$ cat src/codec_consts.svh
`ifndef CODEC_CONSTS_SVH
`define CODEC_CONSTS_SVH

// Control code-groups
`define CG_IDLE        5'h1F
`define CG_SSD_FIRST   5'h18
`define CG_SSD_SECOND  5'h11
`define CG_ESD_FIRST   5'h0D
`define CG_ESD_SECOND  5'h07
`define CG_TX_ERROR    5'h04

// Nibbles placed on the receive bus
`define NIB_SSD        4'h5
`define NIB_BAD_SSD    4'hE
`define NIB_ZERO       4'h0

`endif

$ cat src/codec_pkg.sv
package codec_pkg;

  typedef struct packed {
    logic       en;
    logic       err;
    logic [3:0] data;
  } mii_tx_t;

  typedef struct packed {
    logic       dv;
    logic       er;
    logic       crs;
    logic [3:0] data;
  } mii_rx_t;

  typedef enum logic [3:0] {
    TX_IDLE = 4'b0001,
    TX_SSD2 = 4'b0010,
    TX_DATA = 4'b0100,
    TX_ESD2 = 4'b1000
  } tx_state_t;

  typedef enum logic [3:0] {
    RX_IDLE  = 4'b0001,
    RX_SSD   = 4'b0010,
    RX_FRAME = 4'b0100,
    RX_ESD   = 4'b1000
  } rx_state_t;

endpackage

$ cat src/fast_ethernet_4b5b_codec.sv
// Functional notes
// - Each transmit nibble from the MAC goes to the symbol encoder.
// - Nibbles 0 to 7 encode to their fixed data code-groups.
// - Nibbles 8 to F encode to their fixed data code-groups.
// - Each data code-group decodes back to its original nibble.
// - After end-of-stream pair, idle is sent until transmit enable returns.
// - 11000 after idle gives nibble 0101; elsewhere raises receive error.
// - 10001 right after 11000 gives nibble 0101; else receive error.
// - Falling transmit enable sends 01101 then 00111.
// - 01101 drops carrier only if 00111 follows; else receive error.
// - 00111 drops carrier directly after 01101; else receive error.
// - Transmit error input forces code-group 00100 instead of data.
// - Invalid groups never sent; received during data valid give error.
// - Good start pair raises data valid; following data is delivered.
// - End pair or two idles drop carrier and valid; not delivered.
// - Bad start pair gives error with nibble 1110, valid still low.
`include "codec_consts.svh"
`timescale 1ns/100ps
`default_nettype none

module fast_ethernet_4b5b_codec (
  input  wire logic             clk_sys,
  input  wire logic             rst,
  input  wire codec_pkg::mii_tx_t tx_in,
  input  wire logic       [4:0] rx_group,
  output logic            [4:0] tx_group,
  output codec_pkg::mii_rx_t    rx_out
);

  ////////////////////////////////////////////////////////////////////////
  // Shared symbol tables

  logic [4:0] enc_group;
  logic [3:0] dec_nibble;
  logic       dec_is_data;

  symbol_map u_map (
    .nibble     (tx_in.data),
    .group_in   (rx_group),
    .group_out  (enc_group),
    .nibble_out (dec_nibble),
    .is_data    (dec_is_data)
  );

  ////////////////////////////////////////////////////////////////////////
  // Transmit

  codec_pkg::tx_state_t tx_state_reg;
  codec_pkg::tx_state_t tx_state_next;
  logic [4:0]           tx_group_reg;
  logic [4:0]           tx_group_next;

  always_comb begin
    tx_state_next = tx_state_reg;
    tx_group_next = `CG_IDLE;
    case (tx_state_reg)
      codec_pkg::TX_IDLE: begin
        if (tx_in.en) begin
          tx_group_next = `CG_SSD_FIRST;
          tx_state_next = codec_pkg::TX_SSD2;
        end else begin
          tx_group_next = `CG_IDLE;
        end
      end
      codec_pkg::TX_SSD2: begin
        // Start pair completes even if enable drops here
        tx_group_next = `CG_SSD_SECOND;
        tx_state_next = tx_in.en ? codec_pkg::TX_DATA : codec_pkg::TX_ESD2;
        if (!tx_in.en) begin
          tx_group_next = `CG_SSD_SECOND;
          tx_state_next = codec_pkg::TX_DATA;
        end
      end
      codec_pkg::TX_DATA: begin
        if (!tx_in.en) begin
          tx_group_next = `CG_ESD_FIRST;
          tx_state_next = codec_pkg::TX_ESD2;
        end else if (tx_in.err) begin
          tx_group_next = `CG_TX_ERROR;
        end else begin
          tx_group_next = enc_group;
        end
      end
      codec_pkg::TX_ESD2: begin
        tx_group_next = `CG_ESD_SECOND;
        tx_state_next = codec_pkg::TX_IDLE;
      end
      default: begin
        tx_state_next = codec_pkg::TX_IDLE;
      end
    endcase
  end

  always_ff @(posedge clk_sys or posedge rst) begin
    if (rst) begin
      tx_state_reg <= codec_pkg::TX_IDLE;
      tx_group_reg <= `CG_IDLE;
    end else begin
      tx_state_reg <= tx_state_next;
      tx_group_reg <= tx_group_next;
    end
  end

  assign tx_group = tx_group_reg;

  ////////////////////////////////////////////////////////////////////////
  // Receive

  codec_pkg::rx_state_t rx_state_reg;
  codec_pkg::rx_state_t rx_state_next;
  codec_pkg::mii_rx_t   rx_reg;
  codec_pkg::mii_rx_t   rx_next;
  // Previous group was idle
  logic                 idle_seen_reg;
  logic                 idle_seen_next;
  logic                 is_idle;

  assign is_idle = (rx_group == `CG_IDLE);

  ////////////////////////////////////////////////////////////////////////
  // Receive helpers

  function automatic codec_pkg::mii_rx_t bad_start();
    codec_pkg::mii_rx_t r;
    r      = '0;
    r.er   = 1'b1;
    r.data = `NIB_BAD_SSD;
    return r;
  endfunction

  function automatic codec_pkg::mii_rx_t frame_out();
    codec_pkg::mii_rx_t r;
    r     = '0;
    r.crs = 1'b1;
    r.dv  = 1'b1;
    return r;
  endfunction

  function automatic logic is_end_group(input logic [4:0] g);
    return (g == `CG_ESD_FIRST) || (g == `CG_ESD_SECOND);
  endfunction

  always_comb begin
    rx_state_next  = rx_state_reg;
    rx_next        = '0;
    idle_seen_next = is_idle;
    case (rx_state_reg)
      codec_pkg::RX_IDLE: begin
        if (rx_group == `CG_SSD_FIRST) begin
          if (idle_seen_reg) begin
            rx_next.data  = `NIB_SSD;
            rx_next.crs   = 1'b1;
            rx_state_next = codec_pkg::RX_SSD;
          end else begin
            // Start group without a preceding idle
            rx_next = bad_start();
          end
        end else if (rx_group == `CG_SSD_SECOND) begin
          rx_next = bad_start();
        end else if (!is_idle) begin
          // Stray end delimiters outside a frame
          rx_next.er = is_end_group(rx_group);
        end
      end
      codec_pkg::RX_SSD: begin
        rx_next.crs = 1'b1;
        if (rx_group == `CG_SSD_SECOND) begin
          rx_next.data  = `NIB_SSD;
          rx_next.dv    = 1'b1;
          rx_state_next = codec_pkg::RX_FRAME;
        end else begin
          rx_next       = bad_start();
          rx_state_next = codec_pkg::RX_IDLE;
        end
      end
      codec_pkg::RX_FRAME: begin
        rx_next = frame_out();
        if (dec_is_data) begin
          rx_next.data = dec_nibble;
        end else if (rx_group == `CG_ESD_FIRST) begin
          rx_state_next = codec_pkg::RX_ESD;
          rx_next.dv    = 1'b0;
        end else if (is_idle && idle_seen_reg) begin
          rx_next.crs   = 1'b0;
          rx_next.dv    = 1'b0;
          rx_state_next = codec_pkg::RX_IDLE;
        end else if (is_idle) begin
          // First idle of a pair: valid drops, carrier holds
          rx_next.dv = 1'b0;
        end else begin
          rx_next.er = 1'b1;
        end
      end
      codec_pkg::RX_ESD: begin
        if (rx_group == `CG_ESD_SECOND) begin
          rx_state_next = codec_pkg::RX_IDLE;
        end else begin
          // End group not followed by its pair: stay in frame
          rx_next       = frame_out();
          rx_next.er    = 1'b1;
          rx_state_next = codec_pkg::RX_FRAME;
        end
      end
      default: begin
        rx_state_next = codec_pkg::RX_IDLE;
      end
    endcase
  end

  always_ff @(posedge clk_sys or posedge rst) begin
    if (rst) begin
      rx_state_reg  <= codec_pkg::RX_IDLE;
      rx_reg        <= '0;
      idle_seen_reg <= 1'b0;
    end else begin
      rx_state_reg  <= rx_state_next;
      rx_reg        <= rx_next;
      idle_seen_reg <= idle_seen_next;
    end
  end

  assign rx_out = rx_reg;

endmodule

`default_nettype wire

$ cat src/symbol_map.sv
`timescale 1ns/100ps
`default_nettype none

module symbol_map (
  input  wire logic [3:0] nibble,
  input  wire logic [4:0] group_in,
  output logic      [4:0] group_out,
  output logic      [3:0] nibble_out,
  output logic            is_data
);

  always_comb begin
    case (nibble)
      4'h0: group_out = 5'h1E;
      4'h1: group_out = 5'h09;
      4'h2: group_out = 5'h14;
      4'h3: group_out = 5'h15;
      4'h4: group_out = 5'h0A;
      4'h5: group_out = 5'h0B;
      4'h6: group_out = 5'h0E;
      4'h7: group_out = 5'h0F;
      4'h8: group_out = 5'h12;
      4'h9: group_out = 5'h13;
      4'hA: group_out = 5'h16;
      4'hB: group_out = 5'h17;
      4'hC: group_out = 5'h1A;
      4'hD: group_out = 5'h1B;
      4'hE: group_out = 5'h1C;
      default: group_out = 5'h1D;
    endcase
  end

  always_comb begin
    is_data = 1'b1;
    case (group_in)
      5'h1E: nibble_out = 4'h0;
      5'h09: nibble_out = 4'h1;
      5'h14: nibble_out = 4'h2;
      5'h15: nibble_out = 4'h3;
      5'h0A: nibble_out = 4'h4;
      5'h0B: nibble_out = 4'h5;
      5'h0E: nibble_out = 4'h6;
      5'h0F: nibble_out = 4'h7;
      5'h12: nibble_out = 4'h8;
      5'h13: nibble_out = 4'h9;
      5'h16: nibble_out = 4'hA;
      5'h17: nibble_out = 4'hB;
      5'h1A: nibble_out = 4'hC;
      5'h1B: nibble_out = 4'hD;
      5'h1C: nibble_out = 4'hE;
      5'h1D: nibble_out = 4'hF;
      default: begin
        nibble_out = 4'h0;
        is_data    = 1'b0;
      end
    endcase
  end

endmodule

`default_nettype wire

$ cat config.mk
export PLATFORM = sky130hd
export DESIGN_NAME = fast_ethernet_4b5b_codec
export DESIGN_NICKNAME = d
export VERILOG_FILES = /design/src/codec_pkg.sv /design/src/fast_ethernet_4b5b_codec.sv /design/src/symbol_map.sv
export VERILOG_INCLUDE_DIRS = /design/src /design/src/src
export SDC_FILE = /design/constraint.sdc
export NUM_CORES = 1
export LEC_CHECK = 0
export ABC_AREA = 1
export BUFFER_PORTS_ARGS = -buffer_cell sky130_fd_sc_hd__clkbuf_2
export CORE_UTILIZATION = 40
export CTS_CLUSTER_DIAMETER = 60
export DETAILED_ROUTE_END_ITERATION = 8
export GPL_ROUTABILITY_DRIVEN = 0
export PLACE_DENSITY = 0.73
export SKIP_CTS_REPAIR_TIMING = 1
export SLEW_MARGIN = 5
export SYNTH_ARGS = -nofsm -noshare
export SYNTH_HDL_FRONTEND = slang
export SYNTH_SLANG_ARGS = --single-unit
export TNS_END_PERCENT = 5
$ cat constraint.sdc
create_clock -name clk_sys -period 2.4 [get_ports clk_sys]
set_clock_uncertainty 0.2 [all_clocks]
set_input_delay 0.24 -clock clk_sys [delete_from_list [all_inputs] [get_ports clk_sys]]
set_output_delay 0.24 -clock clk_sys [all_outputs]
set_load 0.05 [all_outputs]
## Word level (Yosys, flattened, before mapping)

Memories as Yosys holds them, arrays and structs flattened.
Cells that the tools add are included.

| operators by class | value |
|---|---|
| equal/unequal tests | 35 |
| muxes and demuxes | 35 |
| reduce and logical (&&, ||, !) cells | 5 |

Operators by type and width:

| operator | count |
|---|---|
| $eq 5x5->1 const B | 14 |
| $pmux 4 s15 | 1 |
| $mux 4 | 10 |
| $eq 5x4->1 const B | 6 |
| $pmux 7 s4 | 1 |
| $pmux 5 s4 | 1 |
| $pmux 4 s4 | 1 |
| $reduce_or 16->1 | 1 |
| $mux 5 | 3 |
| $mux 7 | 2 |
| $mux 3 | 4 |
| $pmux 4 s3 | 1 |
| $ne 2x2->1 const B | 5 |
| $mux 1 | 9 |
| $eq 4x1->1 const B | 2 |
| $eq 4x2->1 const B | 2 |
| $eq 4x3->1 const B | 2 |
| $eq 4x4->1 const B | 2 |
| $eq 5x3->1 const B | 1 |
| $mux 2 | 2 |
| $reduce_and 4->1 | 1 |
| $ne 3x3->1 const B | 1 |
| $reduce_and 2->1 | 1 |
| $logic_and 1x1->1 | 1 |
| $logic_or 1x1->1 | 1 |

| storage, ports and cells | value |
|---|---|
| register bits | 21 |
| memories kept | 1 |
| input bits | 13 |
| output and inout bits | 12 |
| ROM bits | 80 |

Memory list:

| memory | words | bits a word | rd ports | clocked after memory_dff | wr ports | RTL line | text |
|---|---|---|---|---|---|---|---|
| (name not given) | 16 | 5 | 1 | 0 | 0 | symbol_map.sv:13 | `case (nibble)` |

## Longest topological paths before layout

Gate-level depths: netlist of run 1.

| depth | value |
|---|---|
| word-level depth | 6 |
| mapped depth | 9 |

## By module

A second synthesis of run 1 with hierarchy kept.

| second synthesis, totals | value |
|---|---|
| cells, all modules | 195 |
| area total of the unflattened synthesis | 1355.0 um^2 |

Modules (own cells, without submodules):

| module | instances | cells each | area each (um^2) | sequential area each (um^2) |
|---|---|---|---|---|
| fast_ethernet_4b5b_codec | 1 | 138 | 1098.6 | 534.3 |
| symbol_map | 1 | 57 | 256.5 | 0.0 |

## Worst setup path before layout of run 1

No wires, ideal clock.

| timing path | value |
|---|---|
| path kind | register to register |
| start point | reg rx_state_reg[0] |
| end point | reg rx_reg (netlist bit rx_out[4]) |
| cell stages (with the launch flop) | 7 |
| path slack | 1032 ps |
| setup time | 62 ps |
| required time | 2138 ps |
| arrival | 1106 ps |
| cells stage by stage | dfstp_2 -> inv_1 -> nor3_1 -> nand3_1 -> nand2_1 -> nor2_2 -> inv_1 |

RTL lines:

| what | RTL line | text |
|---|---|---|
| start: declaration | fast_ethernet_4b5b_codec.sv:109 | `codec_pkg::rx_state_t rx_state_reg;` |
| start signal: assignment | fast_ethernet_4b5b_codec.sv:212 | `rx_state_reg <= codec_pkg::RX_IDLE;` |
| start signal: assignment | fast_ethernet_4b5b_codec.sv:216 | `rx_state_reg <= rx_state_next;` |
| end signal: assignment | fast_ethernet_4b5b_codec.sv:217 | `rx_reg <= rx_next;` |
| end: declaration | fast_ethernet_4b5b_codec.sv:111 | `codec_pkg::mii_rx_t rx_reg;` |

==> qor.csv, run 1 <==
stage,metric,value,unit
setup_path,crit_path_top_delay_cell,dfstp_2,
setup_path,end_kind,register,
yosys,synthSimpleGateAreaFrac,0.3740,
final_layout,syn_to_final_growth,16.39,%
route,ant_nets,0,
run_status,violations,DRC,
setup_path,worst-endpoint-required,2.43,ns
clock_network,clk_pin_slew,0.10,ns
yosys,avgSynthCellArea,7.100,sq um
power,p_switching,0.3947,mW
yosys,synth_compound_area_frac,0.08709,
sta,setup_slack,0.8074,ns
run_status,status,"finished, violations left",
clock_network,clock-sinks,21,
final_layout,diodes,0,
yosys,syn-num-nets,185,
die,num_rows,19,
route,viasPerCell,4.922,
sta,finalHoldViolCount,0,
clock_network,cts_tree,done,
yosys,postSynthCellCount,172,
final_layout,layout_commonest_cell,nand2_1,
power,power,0.9969,mW
clock_network,cts_buffers,3,
sta,slew_violations,0,
final_layout,largest_reg_flops,7,
route,routed_wl,2.331,mm
grt,first_global_vias,1020,
place,io_buffers,24,
final_layout,fin_nets,215,
die,dieArea,3278,sq um
die,start_util,0.4317,
yosys,synth_cell_types,24,
grt,grt_overflow,0,
sta,hold_slack,0.05989,ns
grt,grt_max_degree,22,
setup_path,setup.worst_path.start_class,register,
place,post-dp-hpwl,1.881,mm
route,vias,1142,
route,firstDrtPassIters,7,
power,peakVddDrop,419.4,uV
sta,period_share,0.6636,
die,coreArea,2829,sq um
sta,rsz0062_at_grt,no,
yosys,seq_area_frac_synth,0.4375,
power,clkPwrFrac,0.157,
power,p_int,0.6022,mW
route,drtIter0Drc,57,
clock_network,cts_root_buffer,clkbuf_4,
yosys,synth_fa_ha_area_frac,0,
route,drc,4,
setup_path,crit_family,simple AND/OR/NAND/NOR gates,
place,place_ws,0.8150,ns
die,ioPinCount,25,
sta,slew_headroom,0.5106,
setup_path,cp_num_buf_inv,2,
sta,worstMarginPinSlew,0.7333,ns
yosys,ys_ff_latch,21,
yosys,synth_top_family_by_area,simple AND/OR/NAND/NOR gates,
yosys,synthXorXnorAreaFrac,0,
final_layout,multiInputGateArea,563.0,sq um
final_layout,final_cell_mix,"39 x nand2_1, 31 x nor2_1, 27 x inv_1, 24 x clkbuf_2, 18 x nand3_1",
sta,clock.fmax,627.9,MHz
setup_path,cp_max_fo,3,
final_layout,layout-drive-gt1-share,0.2189,
final_layout,final-seq-area,534.3,sq um
clock_network,clkLatencyLatePin,0.29,ns
setup_path,crit_type,register to register,
power,power_density,701.4,nW/um^2
sta,setup_tns,0,ns
yosys,synth_area,1221,sq um
sta,fin_crit,1.593,ns
setup_path,cp.arrival,1.63,ns
sta,setup_viol,0,
power,leakage,0.8001,nW
setup_path,cp_slowest_stage_delay,0.54,ns
power,seq_power_share,0.469,
power,swShare,0.3959,
setup_path,critical_path.cell_chain,inv_1 > nor3_1 > nand3_1 > clkinv_1 > nor2_1 > nand2_1,
yosys,yosys-mux-area-fraction,0,
power,pwr-share-comb,0.374,
grt,grtUsageTotal,0.1683,
final_layout,fillers,283,
yosys,yosysWarnings,0,
route,detail_route.wl_per_cell,10.05,um
clock_network,ctsHtreeMaxLevel,1,
grt,grt_pass1_wl,4.222,mm
min_path,min-delay-path-class,input port to register,
clock_network,cts_buffer_depth,2,
die,die_y,57.26,um
die,die_w,57.26,um
grt,antenna_found_initial,0,
job,drv_cap,0,
==> cell usage after synthesis <==
cell / count / area share
nor2_1: 31 / 0.095
o21ai_0: 8 / 0.033
dfrtp_1: 14 / 0.29
o211ai_1: 2 / 0.012
dfstp_2: 7 / 0.15
nor3_1: 5 / 0.020
nand3_1: 18 / 0.074
o21bai_4: 1 / 0.015
nor2_2: 2 / 0.010
a21oi_1: 2 / 0.0082
a22o_1: 1 / 0.0072
buf_2: 1 / 0.0041
inv_1: 27 / 0.083
a31oi_1: 1 / 0.0051
nor3_4: 1 / 0.013
nand3b_1: 1 / 0.0061
clkinv_1: 1 / 0.0031
inv_2: 2 / 0.0061
inv_4: 1 / 0.0051
a22oi_1: 1 / 0.0061
nor2_4: 1 / 0.0092
nand2_1: 39 / 0.12
nand2_2: 2 / 0.010
nand4_1: 3 / 0.015
==> power groups by stage <==
| stage | clock network [mW] | logic [mW] | registers [mW] |
|---|---|---|---|
| 4_1_cts | 0.166 | 0.369 | 0.468 |
| 2_1_floorplan | 0 | 0.159 | 0.606 |
| 6_report | 0.157 | 0.373 | 0.468 |
| 3_3_place_gp | 0 | 0.367 | 0.473 |
| 5_1_grt | 0.183 | 0.415 | 0.474 |
| 3_5_place_dp | 0 | 0.368 | 0.472 |
==> cells by family (layout without fill, tap and decap cells) <==
kind of cell	Yosys count	in the layout
and+or+nand+nor	103	103
buffers and inverters	32	61
AOI/OAI and AO/OA	16	16
DFF	21	21
==> path summary, 6_finish.rpt <==
path / startpoint / to / slack (ns) / cells past startpoint
hold / removal: tx_in[3] / tx_group[1] / 0.06 / 4
setup reg to reg: rx_state_reg[0] / rx_out[0] / 0.81 / 6
setup / recovery: rx_state_reg[0] / rx_out[0] / 0.81 / 6
min in group asynchronous: rst / rx_out[1] / 0.40 / 3
hold reg to reg: tx_state_reg[3] / tx_state_reg[3] / 0.37 / 3
max in group asynchronous: rst / idle_seen_reg / 1.14 / 3
==> metrics by stage <==
step	cell area, sq um	util	instances
floorplan	1221	-	172
global placement	1375	0.4861	226
detailed placement	1375	0.4861	226
CTS	1401	0.4954	230
global route	1421	0.5024	232
finish	1421	0.5024	232
==> cell type report <==
class,count,area share
sequential,21,0.3759
multi-input combinational,119,0.3961
inverter,31,0.08363
timing repair buffer,26,0.09859
clock buffer,4,0.01849
tap,31,0.02729
==> worst reg2reg max path: cells and delay by family, from the launching register on <==
family / cells / cell delay [ns]
flops: 1 / 0.54
buf+inv: 2 / 0.15
simple gates: 4 / 0.66
==> metal layers <==
layer / track usage / part of all wire / up-vias
met4: 0.03136 / 0.0077 / 0
li1: - / - / 597
met3: 0.04762 / 0.042 / 2
met5: 0 / 0 / -
met2: 0.2571 / 0.45 / 25
met1: 0.2413 / 0.50 / 518
(Power assumes the default switching activity.)
==> inputs of run 2 (changes only) <==
==> constraint.sdc (replaced) <==
create_clock -name clk_sys -period 1.6 [get_ports clk_sys]
set_clock_uncertainty 0.2 [all_clocks]
set_input_delay 0.16 -clock clk_sys [delete_from_list [all_inputs] [get_ports clk_sys]]
set_output_delay 0.16 -clock clk_sys [all_outputs]
set_load 0.05 [all_outputs]
==> run 2 against run 1 <==
The run ends with DRC, hold timing left. Setup slack got worse by 0.65 ns. First-iteration DRC count is 51% lower. Register-to-register slack got worse by 0.65 ns. Clock power grew 47%. Global-route usage is 1.6 points lower. Die area stayed put. Design area is 1.9% higher. Via count down 1.8%. Worst hold slack lost 0.075 ns.
==> qor.csv, run 2 (same netlist as run 1, synthesis figures left out) <==
stage,metric,value,unit
setup_path,end_kind,primary output,
sta,clock.fmax,693.7,MHz
sta,hold_slack,-0.01549,ns
setup_path,worst-endpoint-required,1.24,ns
final_layout,final_cell_mix,"39 x nand2_1, 31 x nor2_1, 27 x inv_1, 24 x clkbuf_2, 17 x nand3_1",
setup_path,regToRegSetupSlack,0.16,ns
route,drtIter0Drc,28,
place,dpl-instance-area,1383,sq um
setup_path,cp_num_buf_inv,1,
die,start_util,0.4317,
clock_network,clk_pin_slew,0.10,ns
min_path,hp-start,tx_in[2],
die,die_y,57.26,um
sta,setup_slack,0.1586,ns
sta,rsz0062_at_grt,no,
route,viasPerCell,4.795,
place,io_buffers,24,
setup_path,reg2regPathDepth,6,
die,num_rows,19,
final_layout,layout-drive-gt1-share,0.2315,
final_layout,diodes,0,
min_path,hold_path_depth,4,
clock_network,ctsHtreeMaxLevel,1,
route,drc,4,
route,firstDrtPassIters,6,
clock_network,clkLatencyLatePin,0.29,ns
power,power_density,1033,nW/um^2
power,leakage,0.8105,nW
setup_path,r2r_start,rx_state_reg[0],
grt,grt_pass1_wl,3.836,mm
job,drv_cap,0,
sta,fin_crit,1.441,ns
route,detail_route.wl_per_cell,9.910,um
place,placed_cells,227,
die,coreArea,2829,sq um
route,vias,1122,
setup_path,crit_family,flip-flops,
die,dieArea,3278,sq um
sta,slew_violations,0,
min_path,min-delay-path-class,input port to register,
setup_path,critical_path.cell_chain,clkbuf_2,
final_layout,fin_nets,217,
place,post-dp-hpwl,1.867,mm
setup_path,cp_max_fo,1,
grt,grt_overflow,0,
min_path,whs_endpoint,tx_group[1],
power,peakVddDrop,764.8,uV
final_layout,final_core_util,0.5122,
grt,antenna_found_initial,0,
die,ioPinCount,25,
run_status,violations,"DRC, hold timing",
grt,grtUsageTotal,0.1528,
setup_path,crit_type,register to primary output,
run_status,status,"finished, violations left",
final_layout,largest_reg_flops,7,
clock_network,cts_buffer_depth,2,
clock_network,cts_root_buffer,clkbuf_4,
sta,period_share,0.9009,
sta,worstMarginPinSlew,0.2836,ns
die,die_w,57.26,um
final_layout,syn_to_final_growth,18.65,%
grt,grt_max_degree,22,
setup_path,crit_path_top_delay_cell,dfstp_2,
final_layout,layout_commonest_cell,nand2_1,
sta,slew_headroom,0.8117,
place,place_ws,0.04216,ns
setup_path,setup.worst_path.start_class,register,
clock_network,cts_buffers,3,
sta,setup_tns,0,ns
power,power,1.497,mW
sta,setup_viol,0,
setup_path,cp.arrival,1.08,ns
route,ant_nets,0,
sta,finalHoldViolCount,1,
setup_path,cp_slowest_stage_delay,0.52,ns
final_layout,fin_area,1449,sq um
final_layout,final-instance-count-excl-fill,234,
route,routed_wl,2.319,mm
grt,first_global_vias,916,
clock_network,cts_tree,done,
setup_path,rr_endpoint,rx_out[0],
clock_network,clock-sinks,21,
-- run 2: cell type report --
| class | instances | area, sq um |
|---|---|---|
| Inverter | 31 | 118.9 |
| Tap cell | 31 | 38.79 |
| Fill cell | 278 | 1380 |
| Clock buffer | 4 | 26.28 |
| Timing Repair Buffer | 28 | 157.7 |
| Sequential cell | 21 | 534.3 |
| Multi-Input combinational cell | 119 | 573.1 |
-- run 2: per-layer routing --
metal | vias up | global-route usage | wire length [um]
li1 | 608 | - | -
met1 | 487 | 0.2235 | 1197
met2 | 25 | 0.2185 | 992
met3 | 2 | 0.04762 | 108
met4 | 0 | 0.04181 | 19
met5 | - | 0 | 0
-- run 2: power by group --
| part | internal [mW] | total [mW] | switching [mW] | leakage (nW) |
|---|---|---|---|---|
| clock network | 0.0970 | 0.231 | 0.135 | 0.0150 |
| logic | 0.146 | 0.564 | 0.417 | 0.529 |
| registers | 0.665 | 0.702 | 0.0368 | 0.267 |
-- run 2: worst max-delay path by stage --
stage                               start          end  slack [ns]  cells after the start
after floorplan           rx_state_reg[0]    rx_out[4]        0.23                      6
after global placement    rx_state_reg[0]    rx_out[0]        0.04                      6
after detailed placement  rx_state_reg[0]    rx_out[4]        0.04                      6
after CTS                 rx_state_reg[0]    rx_out[0]        0.02                      6
after global routing      tx_state_reg[1]  tx_group[0]        0.02                      6
final                         tx_group[3]  tx_group[3]        0.16                      1
==> inputs of run 3 (changes only) <==
--- a/config.mk
+++ b/config.mk
@@ -13,7 +13,7 @@
 export DETAILED_ROUTE_END_ITERATION = 8
 export GPL_ROUTABILITY_DRIVEN = 0
 export PLACE_DENSITY = 0.73
-export SKIP_CTS_REPAIR_TIMING = 1
+export REMOVE_ABC_BUFFERS = 1
 export SLEW_MARGIN = 5
 export SYNTH_ARGS = -nofsm -noshare
 export SYNTH_HDL_FRONTEND = slang
==> run 3 against run 2 <==
The run ends with DRC left. Global-route usage increased by 0.68 points. Sequential share of layout area decreased by 0.25 points. Maximum frequency decreased by 6.9%. Via count increased by 0.80%. Core utilization increased by 0.35 points. Total power decreased by 0.23%. Setup slack got worse by 0.11 ns. Design area increased by 0.69%. Non-clock buffer count increased by 1.
==> qor.csv, run 3 (same netlist as run 1, synthesis figures left out) <==
stage,metric,value,unit
grt,antenna_found_initial,0,
clock_network,cts_tree,done,
route,routed_wl,2.273,mm
final_layout,layout_commonest_cell,nand2_1,
min_path,min-delay-path-class,input port to register,
setup_path,setup.worst_path.start_class,input port,
route,drtIter0Drc,65,
clock_network,clkLatencyLatePin,0.29,ns
clock_network,clk_pin_slew,0.10,ns
setup_path,cp_max_fo,4,
sta,clock.fmax,645.8,MHz
die,die_w,57.26,um
sta,setup_tns,0,ns
setup_path,cp.arrival,1.58,ns
place,place_ws,0.03017,ns
grt,first_global_vias,995,
final_layout,fillers,273,
power,pwr-share-comb,0.376,
sta,setup_viol,0,
route,firstDrtPassIters,7,
power,p_int,0.9091,mW
power,swShare,0.3913,
clock_network,cts_buffer_depth,2,
sta,setup_slack,0.05157,ns
setup_path,crit_type,input port to register,
route,detail_route.wl_per_cell,9.672,um
die,dieArea,3278,sq um
setup_path,end_kind,register,
die,coreArea,2829,sq um
final_layout,largest_reg_flops,7,
final_layout,final_cell_mix,"39 x nand2_1, 31 x nor2_1, 27 x inv_1, 23 x clkbuf_2, 17 x nand3_1",
grt,grt_overflow,0,
clock_network,clock-sinks,21,
final_layout,fin_area,1459,sq um
route,viasPerCell,4.813,
sta,finalHoldViolCount,0,
clock_network,cts_setup_buffers,0,
clock_network,cts_root_buffer,clkbuf_4,
grt,grtUsageTotal,0.1596,
power,power,1.493,mW
clock_network,cts_buffers,3,
power,p_switching,0.5843,mW
route,vias,1131,
final_layout,multiInputGateArea,573.1,sq um
die,ioPinCount,25,
final_layout,diodes,0,
die,num_rows,19,
place,dpl-instance-area,1383,sq um
power,leakage,0.8123,nW
grt,grt_max_degree,22,
sta,period_share,0.9678,
sta,slew_violations,0,
route,ant_nets,0,
die,die_y,57.26,um
final_layout,fin_nets,218,
power,clkPwrFrac,0.155,
power,power_density,1024,nW/um^2
clock_network,ctsHtreeMaxLevel,1,
sta,rsz0062_at_grt,no,
final_layout,syn_to_final_growth,19.47,%
final_layout,final-seq-area,534.3,sq um
setup_path,worst-endpoint-required,1.63,ns
job,drv_cap,0,
grt,grt_pass1_wl,4.064,mm
run_status,violations,DRC,
sta,slew_headroom,0.8139,
place,io_buffers,24,
sta,fin_crit,1.548,ns
die,start_util,0.4317,
sta,worstMarginPinSlew,0.2803,ns
run_status,status,"finished, violations left",
power,seq_power_share,0.469,
power,peakVddDrop,597.4,uV
route,drc,3,
place,post-dp-hpwl,1.809,mm
final_layout,layout-drive-gt1-share,0.2304,
==> run 3: cell count changes in the layout (fill, tap and decap cells not counted), sizes merged <==
cell and delta:
buf +1, clkbuf -1, dlygate4sd3 +1
==> run 3: per-layer routing <==
metal,track usage,part of all wire
met1,0.2282,0.51
met2,0.2420,0.42
met3,0.04762,0.060
met4,0.03136,0.0084
met5,0,0
==> run 3: layout make-up <==
cell class	count	share of cell area
multi-input cells	119	0.3928
well taps	31	0.02659
flip-flops and latches	21	0.3662
inverters	31	0.08148
repair buffers	29	0.1149
clock buffers	4	0.01801
==> run 3: final timing paths <==
path / endpoint / cells past startpoint / slack, ns / from
max in group asynchronous: rx_state_reg[0] / 4 / 0.73 / rst
hold / removal: tx_group[3] / 4 / 0.006 / tx_in[4]
min in group asynchronous: rx_out[0] / 4 / 0.20 / rst
setup / recovery: tx_group[1] / 6 / 0.05 / tx_in[3]
hold reg to reg: tx_state_reg[3] / 2 / 0.40 / tx_state_reg[2]
setup reg to reg: rx_out[0] / 6 / 0.15 / rx_state_reg[0]
==> run 3: per-stage QoR <==
step                  util  std cells  hold WS [ns]
floorplan                -        171      -0.06866
global placement    0.4887        227      -0.02535
detailed placement  0.4887        227      -0.02523
CTS                 0.5122        235      0.008155
global route        0.5157        235       0.02059
finish              0.5157        235      0.006310
==> run 3: critical path, stage by stage <==
cell and delay (ns):
dlygate4sd3_1 0.52, buf_2 0.12, nand3_1 0.06, dlygate4sd3_1 0.55
o211ai_1 0.09, nand2_1 0.07
==> run 3: power by group through the flow <==
stage / registers (mW) / logic [mW] / clock network, mW
finish: 0.701 / 0.562 / 0.231
global route: 0.713 / 0.627 / 0.271
detailed placement: 0.709 / 0.553 / 0
floorplan: 0.909 / 0.235 / 0
CTS: 0.700 / 0.559 / 0.244
global placement: 0.709 / 0.551 / 0
==> run 3: timing repair <==
action | CTS | global route
hold endpoints to repair | 24 | 0
hold buffers | 4 | 0
endpoints found under the setup margin | 0 | 7
gates resized for setup | 0 | 3
